[src/pad_fault_defs.svh]
// Purpose: offsets, field positions, reset values and timing counts of the pad and fault status block
// Assumes: 125 MHz system clock
// Notes: command codes are the block's own select values on the internal command port
`ifndef PAD_FAULT_DEFS_SVH
`define PAD_FAULT_DEFS_SVH

`define CMD_PAD_STATE 8'hE0
`define CMD_COMMON_STATE 8'hE1
`define CMD_EXTRA_FAULT 8'hE2
`define CMD_FIRST_FAULT 8'hE3

`define PAD_PG_DRV_BIT 15
`define PAD_ALERT_DRV_BIT 14
`define PAD_FB_DRV_LSB 12
`define PAD_CG_DRV_LSB 10
`define PAD_SEL1_LSB 8
`define PAD_SEL0_LSB 6
`define PAD_CON_LSB 4
`define PAD_FB_LVL_LSB 2
`define PAD_CG_LVL_LSB 0

`define COM_ALERT_BIT 7
`define COM_AVAIL_BIT 6
`define COM_RSVD_LSB 2
`define COM_RSVD_VAL 4'hF
`define COM_SHARE_BIT 1
`define COM_WP_BIT 0

`define XF_SHORT_BIT 2
`define XF_AUX_BIT 1
`define XF_VIN_BIT 0

`define ASEL_HIGH 2'h3
`define ASEL_FLOAT 2'h2
`define ASEL_LOW 2'h0

`define FIRST_FAULT_RST 16'h0000
`define TIMESTAMP_RST 8'h00
`define CLK_MHZ 125
`define SHARE_HOLD_NS 2000
`define SHARE_HOLD_CYC ((`SHARE_HOLD_NS * `CLK_MHZ) / 1000)

`endif

[src/pad_fault_pkg.sv]
// Purpose: types shared by the pad and fault status block
// Assumes: two channels
// Notes: constants live in pad_fault_defs.svh
`default_nettype none
package pad_fault_pkg;

  // raw pad levels and this chip's own pull-downs, before deglitching
  typedef struct packed {
    logic pgood_pull_low;
    logic [1:0] fault_bus_pull_low;
    logic [1:0] channel_good_pull_low;
    logic [1:0] addr_select_high;
    logic [1:0] addr_select_float;
    logic [1:0] channel_on_level;
    logic [1:0] fault_bus_level;
    logic [1:0] channel_good_level;
    logic write_protect_level;
    logic share_clk_level;
    logic aux_fault_pull_low;
  } pad_in_t;

  typedef struct packed {
    logic [3:0] page;
    logic [3:0] bit_num;
    logic [7:0] cmd;
  } fault_rec_t;

  typedef struct packed {
    logic valid;
    logic [7:0] code;
    logic page;
  } cmd_req_t;

  typedef struct packed {
    logic valid;
    logic ack;
    logic [15:0] data;
  } cmd_rsp_t;

endpackage
`default_nettype wire
[src/pad_and_fault_status_readback.sv]
// Functional notes
// - pad readback shows raw pin levels before deglitch; read only.
// - pad bit 15 is 0 while power-good pin is pulled low.
// - pad bit 14 is 0 while alert pin is pulled low.
// - bits 13:12 fault-bus drive, upper pin 0, lower pin 1; 0 is pulled low.
// - bits 11:10 channel-good drive, upper pin 1, lower pin 0; 0 is pulled low.
// - select fields 9:8 pin 1, 7:6 pin 0; 11 high, 10 float, 00 low.
// - bits 5 and 4 are channel-on pin 1 and 0 levels.
// - bits 3:2 fault-bus levels (upper pin 0), bits 1:0 channel-good levels.
// - common readback is the only command answered while busy.
// - busy device refuses other commands and sets busy status flags.
// - common bit 7 is 1 when alert is released high, 0 when low.
// - common bit 6 is 1 when commands are accepted, 0 when busy.
// - common bits 5:2 always read ones.
// - common bit 1 is 1 while shared timebase is held low.
// - common bit 0 mirrors the write-protect pin level.
// - sticky bits hold until fault clear or channel on; alerting ones pull alert.
// - extra fault bits 15:3 read zero.
// - bit 2 per page short-cycle fault, sticky and alerting.
// - bit 1 shared, shows auxiliary fault pin pulled low, not sticky.
// - bit 0 per page sticky input-voltage-off flag, no alert.
// - first-fault record captures first shutdown fault; clears on fault clear or on-cycle.
// - first fault stores low timer byte as timestamp; cleared with the record.
// - record holds page 15:12, bit number 11:8, command code 7:0.
//
// Purpose: read-only pad, common state and extra fault status for a two-channel manager
// Assumes: all inputs synchronous to clock; command port driven by the serial engine
// Notes: answers one cycle after a request; only the busy and known-code checks are done here
`timescale 1ns/100ps
`default_nettype none
`include "pad_fault_defs.svh"

module pad_and_fault_status_readback (
  input wire logic clock,
  input wire logic rst,
  input wire pad_fault_pkg::pad_in_t pads,
  input wire logic other_alert_req,
  input wire logic device_busy,
  input wire pad_fault_pkg::cmd_req_t cmd_req,
  input wire logic clear_faults,
  input wire logic [1:0] channel_turned_on,
  input wire logic [1:0] short_cycle_evt,
  input wire logic [1:0] vin_off_evt,
  input wire logic fault_off_evt,
  input wire pad_fault_pkg::fault_rec_t fault_off_info,
  output pad_fault_pkg::cmd_rsp_t cmd_rsp,
  output logic busy_flag_set,
  output logic alert_pull_low,
  output pad_fault_pkg::fault_rec_t first_fault,
  output logic [7:0] first_fault_timestamp
);

  // ----------------------------------------------------------------
  // shared timebase watch and timer
  // ----------------------------------------------------------------
  localparam int unsigned HOLD_CYC = `SHARE_HOLD_CYC;

  logic share_prev_r;
  logic [15:0] share_idle_r;
  logic share_held_r;
  logic [7:0] shared_timer_r;
  logic share_rise;

  assign share_rise = pads.share_clk_level & ~share_prev_r;

  // previous level resets low, so a pin already high at release counts as one rise
  always_ff @(posedge clock) begin
    if (rst) begin
      share_prev_r <= 1'b0;
    end else begin
      share_prev_r <= pads.share_clk_level;
    end
  end

  // a timebase stalled low is flagged after a full hold window with no rising edge; reset starts it flagged
  always_ff @(posedge clock) begin
    if (rst) begin
      share_idle_r <= 16'h0000;
      share_held_r <= 1'b1;
    end else if (share_rise) begin
      share_idle_r <= 16'h0000;
      share_held_r <= 1'b0;
    end else if (share_idle_r >= HOLD_CYC[15:0]) begin
      share_held_r <= ~pads.share_clk_level;
    end else begin
      share_idle_r <= share_idle_r + 16'h0001;
    end
  end

  // only the low byte of the shared timer is kept; the timestamp needs no more
  always_ff @(posedge clock) begin
    if (rst) begin
      shared_timer_r <= 8'h00;
    end else if (share_rise) begin
      shared_timer_r <= shared_timer_r + 8'h01;
    end
  end

  // ----------------------------------------------------------------
  // per-channel sticky fault flags
  // ----------------------------------------------------------------
  logic [1:0] short_cycle_r;
  logic [1:0] vin_off_r;

  // one flag pair per page; the readback picks the page named in the request
  genvar ch;
  generate
    for (ch = 0; ch < 2; ch++) begin : g_chan
      // set wins over a clear in the same cycle so no event is lost
      always_ff @(posedge clock) begin
        if (rst) begin
          short_cycle_r[ch] <= 1'b0;
          vin_off_r[ch] <= 1'b0;
        end else begin
          if (short_cycle_evt[ch]) begin
            short_cycle_r[ch] <= 1'b1;
          end else if (clear_faults || channel_turned_on[ch]) begin
            short_cycle_r[ch] <= 1'b0;
          end
          if (vin_off_evt[ch]) begin
            vin_off_r[ch] <= 1'b1;
          end else if (clear_faults || channel_turned_on[ch]) begin
            vin_off_r[ch] <= 1'b0;
          end
        end
      end
    end
  endgenerate

  // ----------------------------------------------------------------
  // alert output
  // ----------------------------------------------------------------
  // the short-cycle flag is the only alerting source kept in this block
  // registered so both readbacks report the level that the pin shows
  always_ff @(posedge clock) begin
    if (rst) begin
      alert_pull_low <= 1'b0;
    end else begin
      alert_pull_low <= other_alert_req | (|short_cycle_r);
    end
  end

  // ----------------------------------------------------------------
  // first-fault record and timestamp
  // ----------------------------------------------------------------
  logic ff_captured_r;
  logic ff_clear;

  // the record is shared, so either channel turning on clears it
  assign ff_clear = clear_faults | (|channel_turned_on);

  // a fault in the clearing cycle is captured; it is newer than the clear
  always_ff @(posedge clock) begin
    if (rst) begin
      ff_captured_r <= 1'b0;
      first_fault <= `FIRST_FAULT_RST;
      first_fault_timestamp <= `TIMESTAMP_RST;
    end else if (fault_off_evt && (!ff_captured_r || ff_clear)) begin
      ff_captured_r <= 1'b1;
      first_fault <= fault_off_info;
      first_fault_timestamp <= shared_timer_r;
    end else if (ff_clear) begin
      ff_captured_r <= 1'b0;
      first_fault <= `FIRST_FAULT_RST;
      first_fault_timestamp <= `TIMESTAMP_RST;
    end
  end

  // ----------------------------------------------------------------
  // address select decode
  // ----------------------------------------------------------------
  wire [1:0] sel_code [2];

  // float wins over high, so the reserved code 01 is never produced
  function automatic logic [1:0] asel_code(input logic hi, input logic flt);
    logic [1:0] c;
    if (flt) begin
      c = `ASEL_FLOAT;
    end else if (hi) begin
      c = `ASEL_HIGH;
    end else begin
      c = `ASEL_LOW;
    end
    return c;
  endfunction

  genvar sp;
  generate
    for (sp = 0; sp < 2; sp++) begin : g_sel
      assign sel_code[sp] = asel_code(pads.addr_select_high[sp],
        pads.addr_select_float[sp]);
    end
  endgenerate

  // ----------------------------------------------------------------
  // pad state word
  // ----------------------------------------------------------------
  logic [15:0] pad_word;

  // raw levels straight from the pads, no filter in the path
  always_comb begin
    pad_word = 16'h0000;
    pad_word[`PAD_PG_DRV_BIT] = ~pads.pgood_pull_low;
    pad_word[`PAD_ALERT_DRV_BIT] = ~alert_pull_low;
    pad_word[`PAD_FB_DRV_LSB+1] = ~pads.fault_bus_pull_low[0];
    pad_word[`PAD_FB_DRV_LSB] = ~pads.fault_bus_pull_low[1];
    pad_word[`PAD_CG_DRV_LSB+1] = ~pads.channel_good_pull_low[1];
    pad_word[`PAD_CG_DRV_LSB] = ~pads.channel_good_pull_low[0];
    pad_word[`PAD_SEL1_LSB+:2] = sel_code[1];
    pad_word[`PAD_SEL0_LSB+:2] = sel_code[0];
    pad_word[`PAD_CON_LSB+1] = pads.channel_on_level[1];
    pad_word[`PAD_CON_LSB] = pads.channel_on_level[0];
    pad_word[`PAD_FB_LVL_LSB+1] = pads.fault_bus_level[0];
    pad_word[`PAD_FB_LVL_LSB] = pads.fault_bus_level[1];
    pad_word[`PAD_CG_LVL_LSB+1] = pads.channel_good_level[1];
    pad_word[`PAD_CG_LVL_LSB] = pads.channel_good_level[0];
  end

  // ----------------------------------------------------------------
  // common state word
  // ----------------------------------------------------------------
  logic [7:0] common_word;

  always_comb begin
    common_word = 8'h00;
    common_word[`COM_ALERT_BIT] = ~alert_pull_low;
    common_word[`COM_AVAIL_BIT] = ~device_busy;
    common_word[`COM_RSVD_LSB+:4] = `COM_RSVD_VAL;
    common_word[`COM_SHARE_BIT] = share_held_r;
    common_word[`COM_WP_BIT] = pads.write_protect_level;
  end

  // ----------------------------------------------------------------
  // extra fault word
  // ----------------------------------------------------------------
  logic [15:0] extra_word;

  // per-page bits follow the page of the request being answered
  always_comb begin
    extra_word = 16'h0000;
    extra_word[`XF_SHORT_BIT] = short_cycle_r[cmd_req.page];
    extra_word[`XF_AUX_BIT] = pads.aux_fault_pull_low;
    extra_word[`XF_VIN_BIT] = vin_off_r[cmd_req.page];
  end

  // ----------------------------------------------------------------
  // command answer
  // ----------------------------------------------------------------
  logic known_cmd;
  logic refuse;

  // an unknown code gets no acknowledge and zero data, busy or not
  assign known_cmd = (cmd_req.code == `CMD_PAD_STATE) || (cmd_req.code == `CMD_COMMON_STATE)
    || (cmd_req.code == `CMD_EXTRA_FAULT) || (cmd_req.code == `CMD_FIRST_FAULT);
  // polling availability must work while busy, so the common word bypasses the check
  assign refuse = device_busy && (cmd_req.code != `CMD_COMMON_STATE);

  // refusal pulse for the summary busy flags, standing with the answer
  always_ff @(posedge clock) begin
    if (rst) begin
      busy_flag_set <= 1'b0;
    end else begin
      busy_flag_set <= cmd_req.valid && refuse;
    end
  end

  always_ff @(posedge clock) begin
    if (rst) begin
      cmd_rsp <= '0;
    end else begin
      cmd_rsp.valid <= cmd_req.valid;
      cmd_rsp.ack <= cmd_req.valid && known_cmd && !refuse;
      cmd_rsp.data <= 16'h0000;
      if (cmd_req.valid && !refuse) begin
        case (cmd_req.code)
          `CMD_PAD_STATE: begin
            cmd_rsp.data <= pad_word;
          end
          `CMD_COMMON_STATE: begin
            cmd_rsp.data <= {8'h00, common_word};
          end
          `CMD_EXTRA_FAULT: begin
            cmd_rsp.data <= extra_word;
          end
          `CMD_FIRST_FAULT: begin
            cmd_rsp.data <= first_fault;
          end
          default: begin
            cmd_rsp.data <= 16'h0000;
          end
        endcase
      end
    end
  end

endmodule
`default_nettype wire

[config.mk]
export PLATFORM = sky130hd
export DESIGN_NAME = pad_and_fault_status_readback
export DESIGN_NICKNAME = d
export VERILOG_FILES = /design/src/pad_fault_pkg.sv /design/src/pad_and_fault_status_readback.sv
export VERILOG_INCLUDE_DIRS = /design/src
export SDC_FILE = /design/constraint.sdc
export NUM_CORES = 1
export LEC_CHECK = 0
export BUFFER_PORTS_ARGS = -buffer_cell sky130_fd_sc_hd__buf_2
export CORE_MARGIN = 2
export CORE_UTILIZATION = 35
export DETAILED_ROUTE_END_ITERATION = 10
export GPL_TIMING_DRIVEN = 0
export SYNTH_ARGS = -nofsm -noshare
export SYNTH_HDL_FRONTEND = slang
export SYNTH_SLANG_ARGS = --single-unit
export TNS_END_PERCENT = 10
[constraint.sdc]
create_clock -name clock -period 3.8 [get_ports clock]
set_input_delay 0.57 -clock clock [delete_from_list [all_inputs] [get_ports clock]]
set_output_delay 0.57 -clock clock [all_outputs]
set_load 0.005 [all_outputs]
# == Yosys cells after proc, flatten, opt, wreduce, memory -nomap -nowiden ==
# Index checks and enable logic that the tools add are counted.
# totals
regBits,75
latchBits,0
ramBits,0
mem_bits_ro,0
input_bits,56
out_inout_bits,44
elab_cells,87
n_memories,0
# classes
addsub,2
mul,0
n_div,0
order_cmp,2
n_eq_ne,5
n_shift,0
n_mux,23
n_bitwise,13
reduce_logical,24
# op_table
cell,n
16-bit case mux with 4 select lines,1
"8-bit equality test, second input constant",4
16-bit two-way mux,2
"16-bit by 1-bit adder with 16-bit output, second input constant",1
"16-bit by 8-bit greater-or-equal comparator with 1-bit output, second input constant",1
8-bit two-way mux,2
1-bit two-way mux,14
2-bit nonzero test,6
1-bit inverter,10
"8-bit by 1-bit adder with 8-bit output, second input constant",1
2-bit two-way mux,4
"8-bit inequality test, second input constant",1
2-bit OR reduction,4
1-bit logical AND,6
1-bit logical OR,6
1-bit zero test,2
"1-bit by 2-bit less-than comparator with 1-bit output, second input constant",1
1-bit OR,2
1-bit bitwise AND,1

# == Logic depth before layout (Yosys ltp) ==
# Gate-level depths: netlist of run 1.
# depth
word_depth,6
depth_mapped,7
depth_no_buf,6

# == Worst setup path before layout of run 1 ==
# No wires, ideal clock.
# synth_timing
path_kind,input port to flip-flop
start,input cmd_req[4] in the netlist's numbering
end,register cmd_rsp[9] in the netlist's numbering
setup_time_ns,0.074
arrival_time_ns,1.851
required_ns,3.726
path_slack_ns,1.875
cell_stages,4
n_path_buf,0
cell_sequence,or4b_4 nor3_1 nand2_1 a21oi_1
# synth_via
elab_chain_len,6
word_cells_on_any_way,11
classes_between,eq/ne (5); mux (1); bitwise (1); reduce/logical (4)
# synth_lines
element,line_no,source
"start, declared",pad_and_fault_status_readback.sv:39,"input wire pad_fault_pkg::cmd_req_t cmd_req,"
8-bit inequality test (no source line),-,
1-bit logical AND,pad_and_fault_status_readback.sv:256,assign refuse = device_busy && (cmd_req.code != `CMD_COMMON_STATE);
1-bit zero test,pad_and_fault_status_readback.sv:274,if (cmd_req.valid && !refuse) begin
1-bit logical AND,pad_and_fault_status_readback.sv:274,
1-bit inverter (no source line),-,
2-bit OR reduction (no source line),-,
"end, declared",pad_and_fault_status_readback.sv:46,"output pad_fault_pkg::cmd_rsp_t cmd_rsp,"
# Parallel ways exist; a longest one is shown, timed or not.
# A chain may end at the register's enable or synchronous reset.

# == Final worst setup path of run 1 ==
# layout_timing
start,input channel_turned_on[1]
end,register first_fault[0] in the netlist's numbering
# layout_via
elab_chain_len,5
word_cells_on_any_way,6
classes_between,mux (1); bitwise (1); reduce/logical (4)
# layout_lines
element,line_no,source
"start, declared",pad_and_fault_status_readback.sv:41,"input wire logic [1:0] channel_turned_on,"
2-bit OR reduction (*),pad_and_fault_status_readback.sv:150,assign ff_clear = clear_faults | (|channel_turned_on);
1-bit OR (*),pad_and_fault_status_readback.sv:150,
1-bit logical OR,pad_and_fault_status_readback.sv:158,end else if (fault_off_evt && (!ff_captured_r || ff_clear)) begin
1-bit logical AND,pad_and_fault_status_readback.sv:158,
16-bit two-way mux or 2-bit nonzero test (tied branches),-,
"end signal, assigned",pad_and_fault_status_readback.sv:156,first_fault <= `FIRST_FAULT_RST;
"end signal, assigned",pad_and_fault_status_readback.sv:160,first_fault <= fault_off_info;
"end signal, assigned",pad_and_fault_status_readback.sv:164,first_fault <= `FIRST_FAULT_RST;
"end, declared",pad_and_fault_status_readback.sv:49,"output pad_fault_pkg::fault_rec_t first_fault,"
# Mark *: on every way between the ends. The rest lies on a longest branch, timed or not.

==> run_results.csv, run 1 <==
group,metric,value,unit
outcome,status,"finished clean",
global_routing,grt_usage,16.32,%
sta,final.setup.tns,0,ps
cells_and_area,fin_util,46.21,%
sta,slew_headroom,39.36,%
synth,yosysWarnings,0,
global_routing,grt_pass1_wl,10.85,mm
die,core-area,7727,sq um
critical_path,arrival,2430,ps
placed_design,gp_congestion,0.7525,
drt,avgViaCountPerCell,4.936,
sta,rsz0062_at_grt,"false",
synth,synth_cell_types,41,
min_path,whs_path_depth,2,
critical_path,critPathKind,"primary input to flop",
sta,min_period,2148,ps
sta,worst_slew_pin_slew,902.7,ps
die,rows,32,
sta,finalMaxSlewViolations,0,
cells_and_area,regArea,1501,sq um
min_path,hold_start,"fault_off_info[4]",
sta,clock_skew,4.882,ps
synth,syn_area,2784,sq um
synth,synth.avg_cell_area,9.837,sq um
sta,setup_viol,0,
clock_tree,ctsHtreeMaxLevel,3,
sta,min_period_over_period,56.53,%
synth,synth_mux_area_share,2.337,%
synth,synth-xor-area-share,2.202,%
die,io_pins,100,
clock_tree,tritoncts,"done",
synth,synth_fp_nets,342,
critical_path,critPathRequiredTime,4080,ps
synth,ys_seq_area_share,53.93,%
critical_path,reg2reg_to,"share_idle_r[2]",
drt,route.detailed.drc,0,
power_and_ir_drop,total_power,1.464,mW
placed_design,portBuffers,98,
critical_path,startpoint_type,"primary input",
clock_tree,cts_hold_buffers,0,
die,die_h,93.19,microns
cells_and_area,stdcell_count,499,
synth,ys_async_sr_fraction,0,%
cells_and_area,nNetsFinal,451,
drt,dr.pass1.iters,4,
clock_tree,cts_buffers,9,
drt,route.vias.total,2463,
clock_tree,root_buffer,"clkbuf_8",
synth,synth_top_area_share,53.93,%
cells_and_area,fill_cells,774,
global_routing,grt_pass1_vias,2268,
synth,synth_cells,283,
placed_design,placed_cells,483,
cells_and_area,design_area,3571,sq um
synth,synth-main-ff-cell,"dfxtp_1",
clock_tree,clk_path_buf_depth,2,
global_routing,antenna_found_initial,0,
critical_path,rr_worst_depth,7,
die,start_util,36.03,%
clock_tree,post-cts-setup-buffers,0,
global_routing,overflow,0,
synth,synth_top_family_by_area,"simple AND/OR/NAND/NOR gates",
clock_tree,cts_sinks,75,
die,die-area,8683,sq um
power_and_ir_drop,leakagePower,1.601,nW
cells_and_area,drive_above_1_share,31.23,%
critical_path,reg2reg_slack,1760,ps
synth,synth_compound_area_share,17.39,%
synth,synth-simple-area-share,19.10,%
synth,synth-edff-count,0,
clock_tree,cts_resized,0,
clock_tree,clock_latency,340,ps
drt,routed_wl,7.042,mm
power_and_ir_drop,p_per_area,409.9,nW/um^2
synth,synth_area_leaders,"dfxtp_1 54%, a22o_1 7.9%, nor2_1 5.0%",
min_path,min_path_type,"primary input to flop",
cells_and_area,multi_input_area,1180,sq um
placed_design,hpwl,5.284,mm
critical_path,startpoint,"channel_turned_on[1]",
sta,hold_viol,0,
drt,drtIter0Drc,101,
synth,synth.most_common_cell,"dfxtp_1",
critical_path,r2r-start,"share_idle_r[0]",
synth,ys_ff_latch,75,
critical_path,end_kind,"flop",
drt,wl_per_cell,14.11,microns
placed_design,placed_cell_area,3402,sq um
die,fp.dieW,93.19,microns
clock_tree,clk_pin_slew_worst_paths,80,ps
power_and_ir_drop,ir_drop,148.2,uV
min_path,min_to,"first_fault[4]",
synth,netlist_top_cells_count,"75 x dfxtp_1, 37 x nor2_1, 25 x a22o_1, 22 x a21oi_1",
synth,synth_fa_ha_area_share,1.348,%
cells_and_area,areaGrowthSynthToFinish,28.27,%
synth,yosys.area.top_type,"dfxtp_1",
sta,fmax,465.5,MHz
drt,detail-route-antenna-nets,0,
global_routing,grt_max_degree,14,
critical_path,crit_fanout,10,
cells_and_area,diodes,0,
flow_run,max_cap_viol_count,0,
[worst max-delay path: stages]
cell and delay, ps:
buf_2 100, nor3_1 360, nor3b_1 660, clkbuf_1 500, a22o_1 230
[layout by cell type (no fill, tap or decap), types with 3 or more instances in the layout]
| master | count |
|---|---|
| a21oi_1 | 22 |
| a22o_1 | 25 |
| a22oi_1 | 7 |
| and2_1 | 10 |
| buf_2 | 99 |
| clkbuf_1 | 12 |
| clkbuf_8 | 9 |
| clkinvlp_4 | 3 |
| dfxtp_1 | 75 |
| ha_1 | 3 |
| inv_1 | 11 |
| nand2_1 | 9 |
| nand3_1 | 7 |
| nand4_1 | 6 |
| nor2_1 | 37 |
| nor2b_1 | 6 |
| nor3_1 | 3 |
| nor4_1 | 3 |
| o21ai_0 | 4 |
| o31ai_1 | 7 |
| or4_1 | 4 |
| xor2_1 | 6 |
[layout make-up]
type	count	share of cell area (%)
Sequential cell	75	42.05
Multi-Input combinational cell	183	33.04
Timing Repair Buffer	98	13.74
Clock buffer	10	3.574
Tap cell	102	3.574
Buffer	14	1.717
Clock inverter	6	1.156
Inverter	11	1.156
[per-stage QoR]
stage | hold slack [ps] | setup WS [ps]
final | 434.9 | 1652
after global routing | 418.8 | 1435
after CTS | 417.0 | 1606
after detailed placement | 445.7 | 1257
after global placement | 442.4 | 1271
after floorplan | 430.2 | 1875
[cells by family (layout without fill, tap and decap cells)]
kind of cell,count (synthesis),after routing
muxes,5,5
AOI/OAI and AO/OA,69,69
adders and majority gates,3,3
and+or+nand+nor,99,99
buffers and inverters,25,139
DFF,75,75
xor gates and xnor gates,7,7
[where the power goes]
part / leakage, nW / total [mW] / switching (mW) / internal (mW)
clock network: 0.0787 / 0.534 / 0.297 / 0.237
registers: 0.610 / 0.819 / 0.0153 / 0.804
logic: 0.912 / 0.111 / 0.0559 / 0.0548
total: 1.60 / 1.46 / 0.368 / 1.10
[state kept, by name, indices dropped and copies added (netlist names)]
name / cells
share_idle_r: 16
first_fault_timestamp: 8
first_fault: 16
cmd_rsp: 18
short_cycle_r: 2
ff_captured_r: 1
share_held_r: 1
shared_timer_r: 8
busy_flag_set: 1
vin_off_r: 2
alert_pull_low: 1
share_prev_r: 1
[per-layer routing]
layer	up-vias	global-route usage (%)	share of wire [%]
met3	10	4.110	6.2
met5	-	0	0
met1	1139	19.63	46
li1	1226	-	-
met4	0	8.211	2.0
met2	88	27.05	46
[worst max-delay path by stage]
stage	endpoint	slack (ps)
2_1_floorplan	cmd_rsp[9]	1870
3_3_place_gp	first_fault[8]	1270
3_5_place_dp	first_fault[10]	1260
4_1_cts	first_fault[10]	1610
5_1_grt	first_fault_timestamp[5]	1440
6_report	first_fault[0]	1650
(Power assumes the default switching activity.)
==> run 2, diff against run 1 <==
==> constraint.sdc (replaced) <==
create_clock -name clock -period 2.11 [get_ports clock]
set_input_delay 0.3165 -clock clock [delete_from_list [all_inputs] [get_ports clock]]
set_output_delay 0.3165 -clock clock [all_outputs]
set_load 0.005 [all_outputs]
==> run_results.csv, run 2 (synthesized netlist as in run 1, its figures left out) <==
group,metric,value,unit
outcome,status,"finished clean",
clock_tree,tritoncts,"done",
placed_design,portBuffers,98,
drt,dr_wl_met2,3.216,mm
clock_tree,post-cts-setup-buffers,0,
sta,slew_headroom,39.41,%
power_and_ir_drop,p_comb_share,7.6,%
placed_design,placed_cells,483,
cells_and_area,largest_reg_flops,18,
cells_and_area,areaGrowthSynthToFinish,28.58,%
global_routing,grt_pass1_vias,2268,
drt,avgViaCountPerCell,4.936,
clock_tree,cts_sinks,75,
power_and_ir_drop,pwr-share-seq,56.0,%
power_and_ir_drop,clock_power_share,36.4,%
critical_path,path_buf_inv,2,
global_routing,grt_max_degree,14,
die,die-area,8683,sq um
drt,dr.pass1.iters,5,
cells_and_area,fin_util,46.32,%
drt,drtIter0Drc,103,
power_and_ir_drop,p_per_area,736.4,nW/um^2
sta,final.setup.tns,0,ps
critical_path,crit_fanout,10,
cells_and_area,largest_registers,"cmd_rsp (18), first_fault (16), share_idle_r (16)",
placed_design,hpwl,5.284,mm
clock_tree,root_buffer,"clkbuf_8",
drt,detail-route-antenna-nets,0,
critical_path,cp_cell_sequence,"inv_1 -> ha_1 -> or3_1 -> and3_4 -> buf_6 -> or4_1 -> a21oi_1",
die,fp.dieW,93.19,microns
sta,min_period_over_period,93.26,%
drt,route.vias.total,2463,
power_and_ir_drop,leakagePower,1.603,nW
sta,clock_skew,4.607,ps
clock_tree,cts_hold_buffers,0,
die,io_pins,100,
die,core-area,7727,sq um
critical_path,cp_slowest_stage_delay,460,ps
sta,setup_viol,0,
cells_and_area,final_cell_mix,"99 x buf_2, 74 x dfxtp_1, 37 x nor2_1",
die,rows,32,
drt,wl_met3,439,microns
cells_and_area,drive_above_1_share,31.74,%
sta,hold_viol,0,
placed_design,gp_congestion,0.7525,
cells_and_area,diodes,0,
drt,routed_wl,7.035,mm
drt,route.detailed.drc,0,
cells_and_area,nNetsFinal,451,
clock_tree,ctsHtreeMaxLevel,3,
power_and_ir_drop,power_switching,0.6627,mW
die,die_h,93.19,microns
sta,worst_slew_pin_slew,901.9,ps
drt,wl_per_cell,14.10,microns
global_routing,grt_usage,16.32,%
flow_run,max_cap_viol_count,0,
drt,top_layer,"met4",
power_and_ir_drop,ir_drop,271.4,uV
cells_and_area,final_common_cell,"buf_2",
sta,rsz0062_at_grt,"false",
power_and_ir_drop,swShare,25.14,%
sta,fmax,508.2,MHz
critical_path,startpoint_type,"flop",
sta,holdWs,181.0,ps
placed_design,pre_cts_ws,-180.0,ps
sta,finalMaxSlewViolations,0,
drt,met1_length,3.211,mm
clock_tree,clk_path_buf_depth,2,
critical_path,end_kind,"flop",
global_routing,antenna_found_initial,0,
die,start_util,36.03,%
critical_path,critPathTopFamily,"simple AND/OR/NAND/NOR gates",
clock_tree,cts_buffers,9,
clock_tree,clock_latency,340,ps
cells_and_area,stdcell_count,499,
critical_path,critPathKind,"flop to flop",
critical_path,arrival,2240,ps
cells_and_area,regMostFlops,"cmd_rsp",
global_routing,grt_pass1_wl,10.85,mm
sta,min_period,1968,ps
sta,layout_setup_ws,142.2,ps
min_path,min_path_type,"primary input to flop",
power_and_ir_drop,p_int,1.973,mW
critical_path,crit_slowest_cell,"or4_1",
clock_tree,clk_pin_slew_worst_paths,80,ps
global_routing,overflow,0,
critical_path,critPathRequiredTime,2380,ps
-- run 2: cell counts in the layout (fill, tap and decap cells not counted) --
No cell type changed its count.
-- run 2: power groups by stage --
stage | Combinational [mW] | Sequential [mW] | Clock (mW)
final | 0.200 | 1.48 | 0.961
after global placement | 0.198 | 1.51 | 0
after global routing | 0.225 | 1.48 | 1.04
after floorplan | 0.0988 | 1.50 | 0
after CTS | 0.203 | 1.48 | 0.991
after detailed placement | 0.201 | 1.51 | 0
-- run 2: layout make-up --
cell class                 instances  area, sq um
sequential                        75         1505
tap                              102        127.6
clock buffer                      10        127.6
multi-input combinational        183         1185
inverter                          11        41.29
timing repair buffer              98        490.5
buffer                            14        61.31
fill                             774         4148
clock inverter                     6        41.29
-- run 2: final timing paths --
check	from	to	slack, ps	cells after the start
worst min-delay path	fault_off_info[4]	first_fault[4]	180	2
worst max-delay path	share_idle_r[0]	share_idle_r[2]	140	7
worst max register to register	share_idle_r[0]	share_idle_r[2]	140	7
worst min register to register	share_idle_r[8]	share_idle_r[8]	460	1
-- run 2: metal layers --
metal / vias up / global-route usage, %
met5: - / 0
met2: 88 / 27.05
li1: 1226 / -
met3: 14 / 4.110
met1: 1135 / 19.63
met4: 0 / 8.211
-- run 2: stage by stage --
stage	cell area [sq um]	total power, mW
floorplan	2784	1.603
global placement	3402	1.705
detailed placement	3402	1.710
CTS	3571	2.670
global route	3580	2.746
finish	3580	2.636
-- run 2: repair_timing --
action / 4_1_cts / 5_1_grt
endpoints found under the setup margin: 0 / 4
endpoints found under the hold margin: 0 / 0
resized for setup: 0 / 3
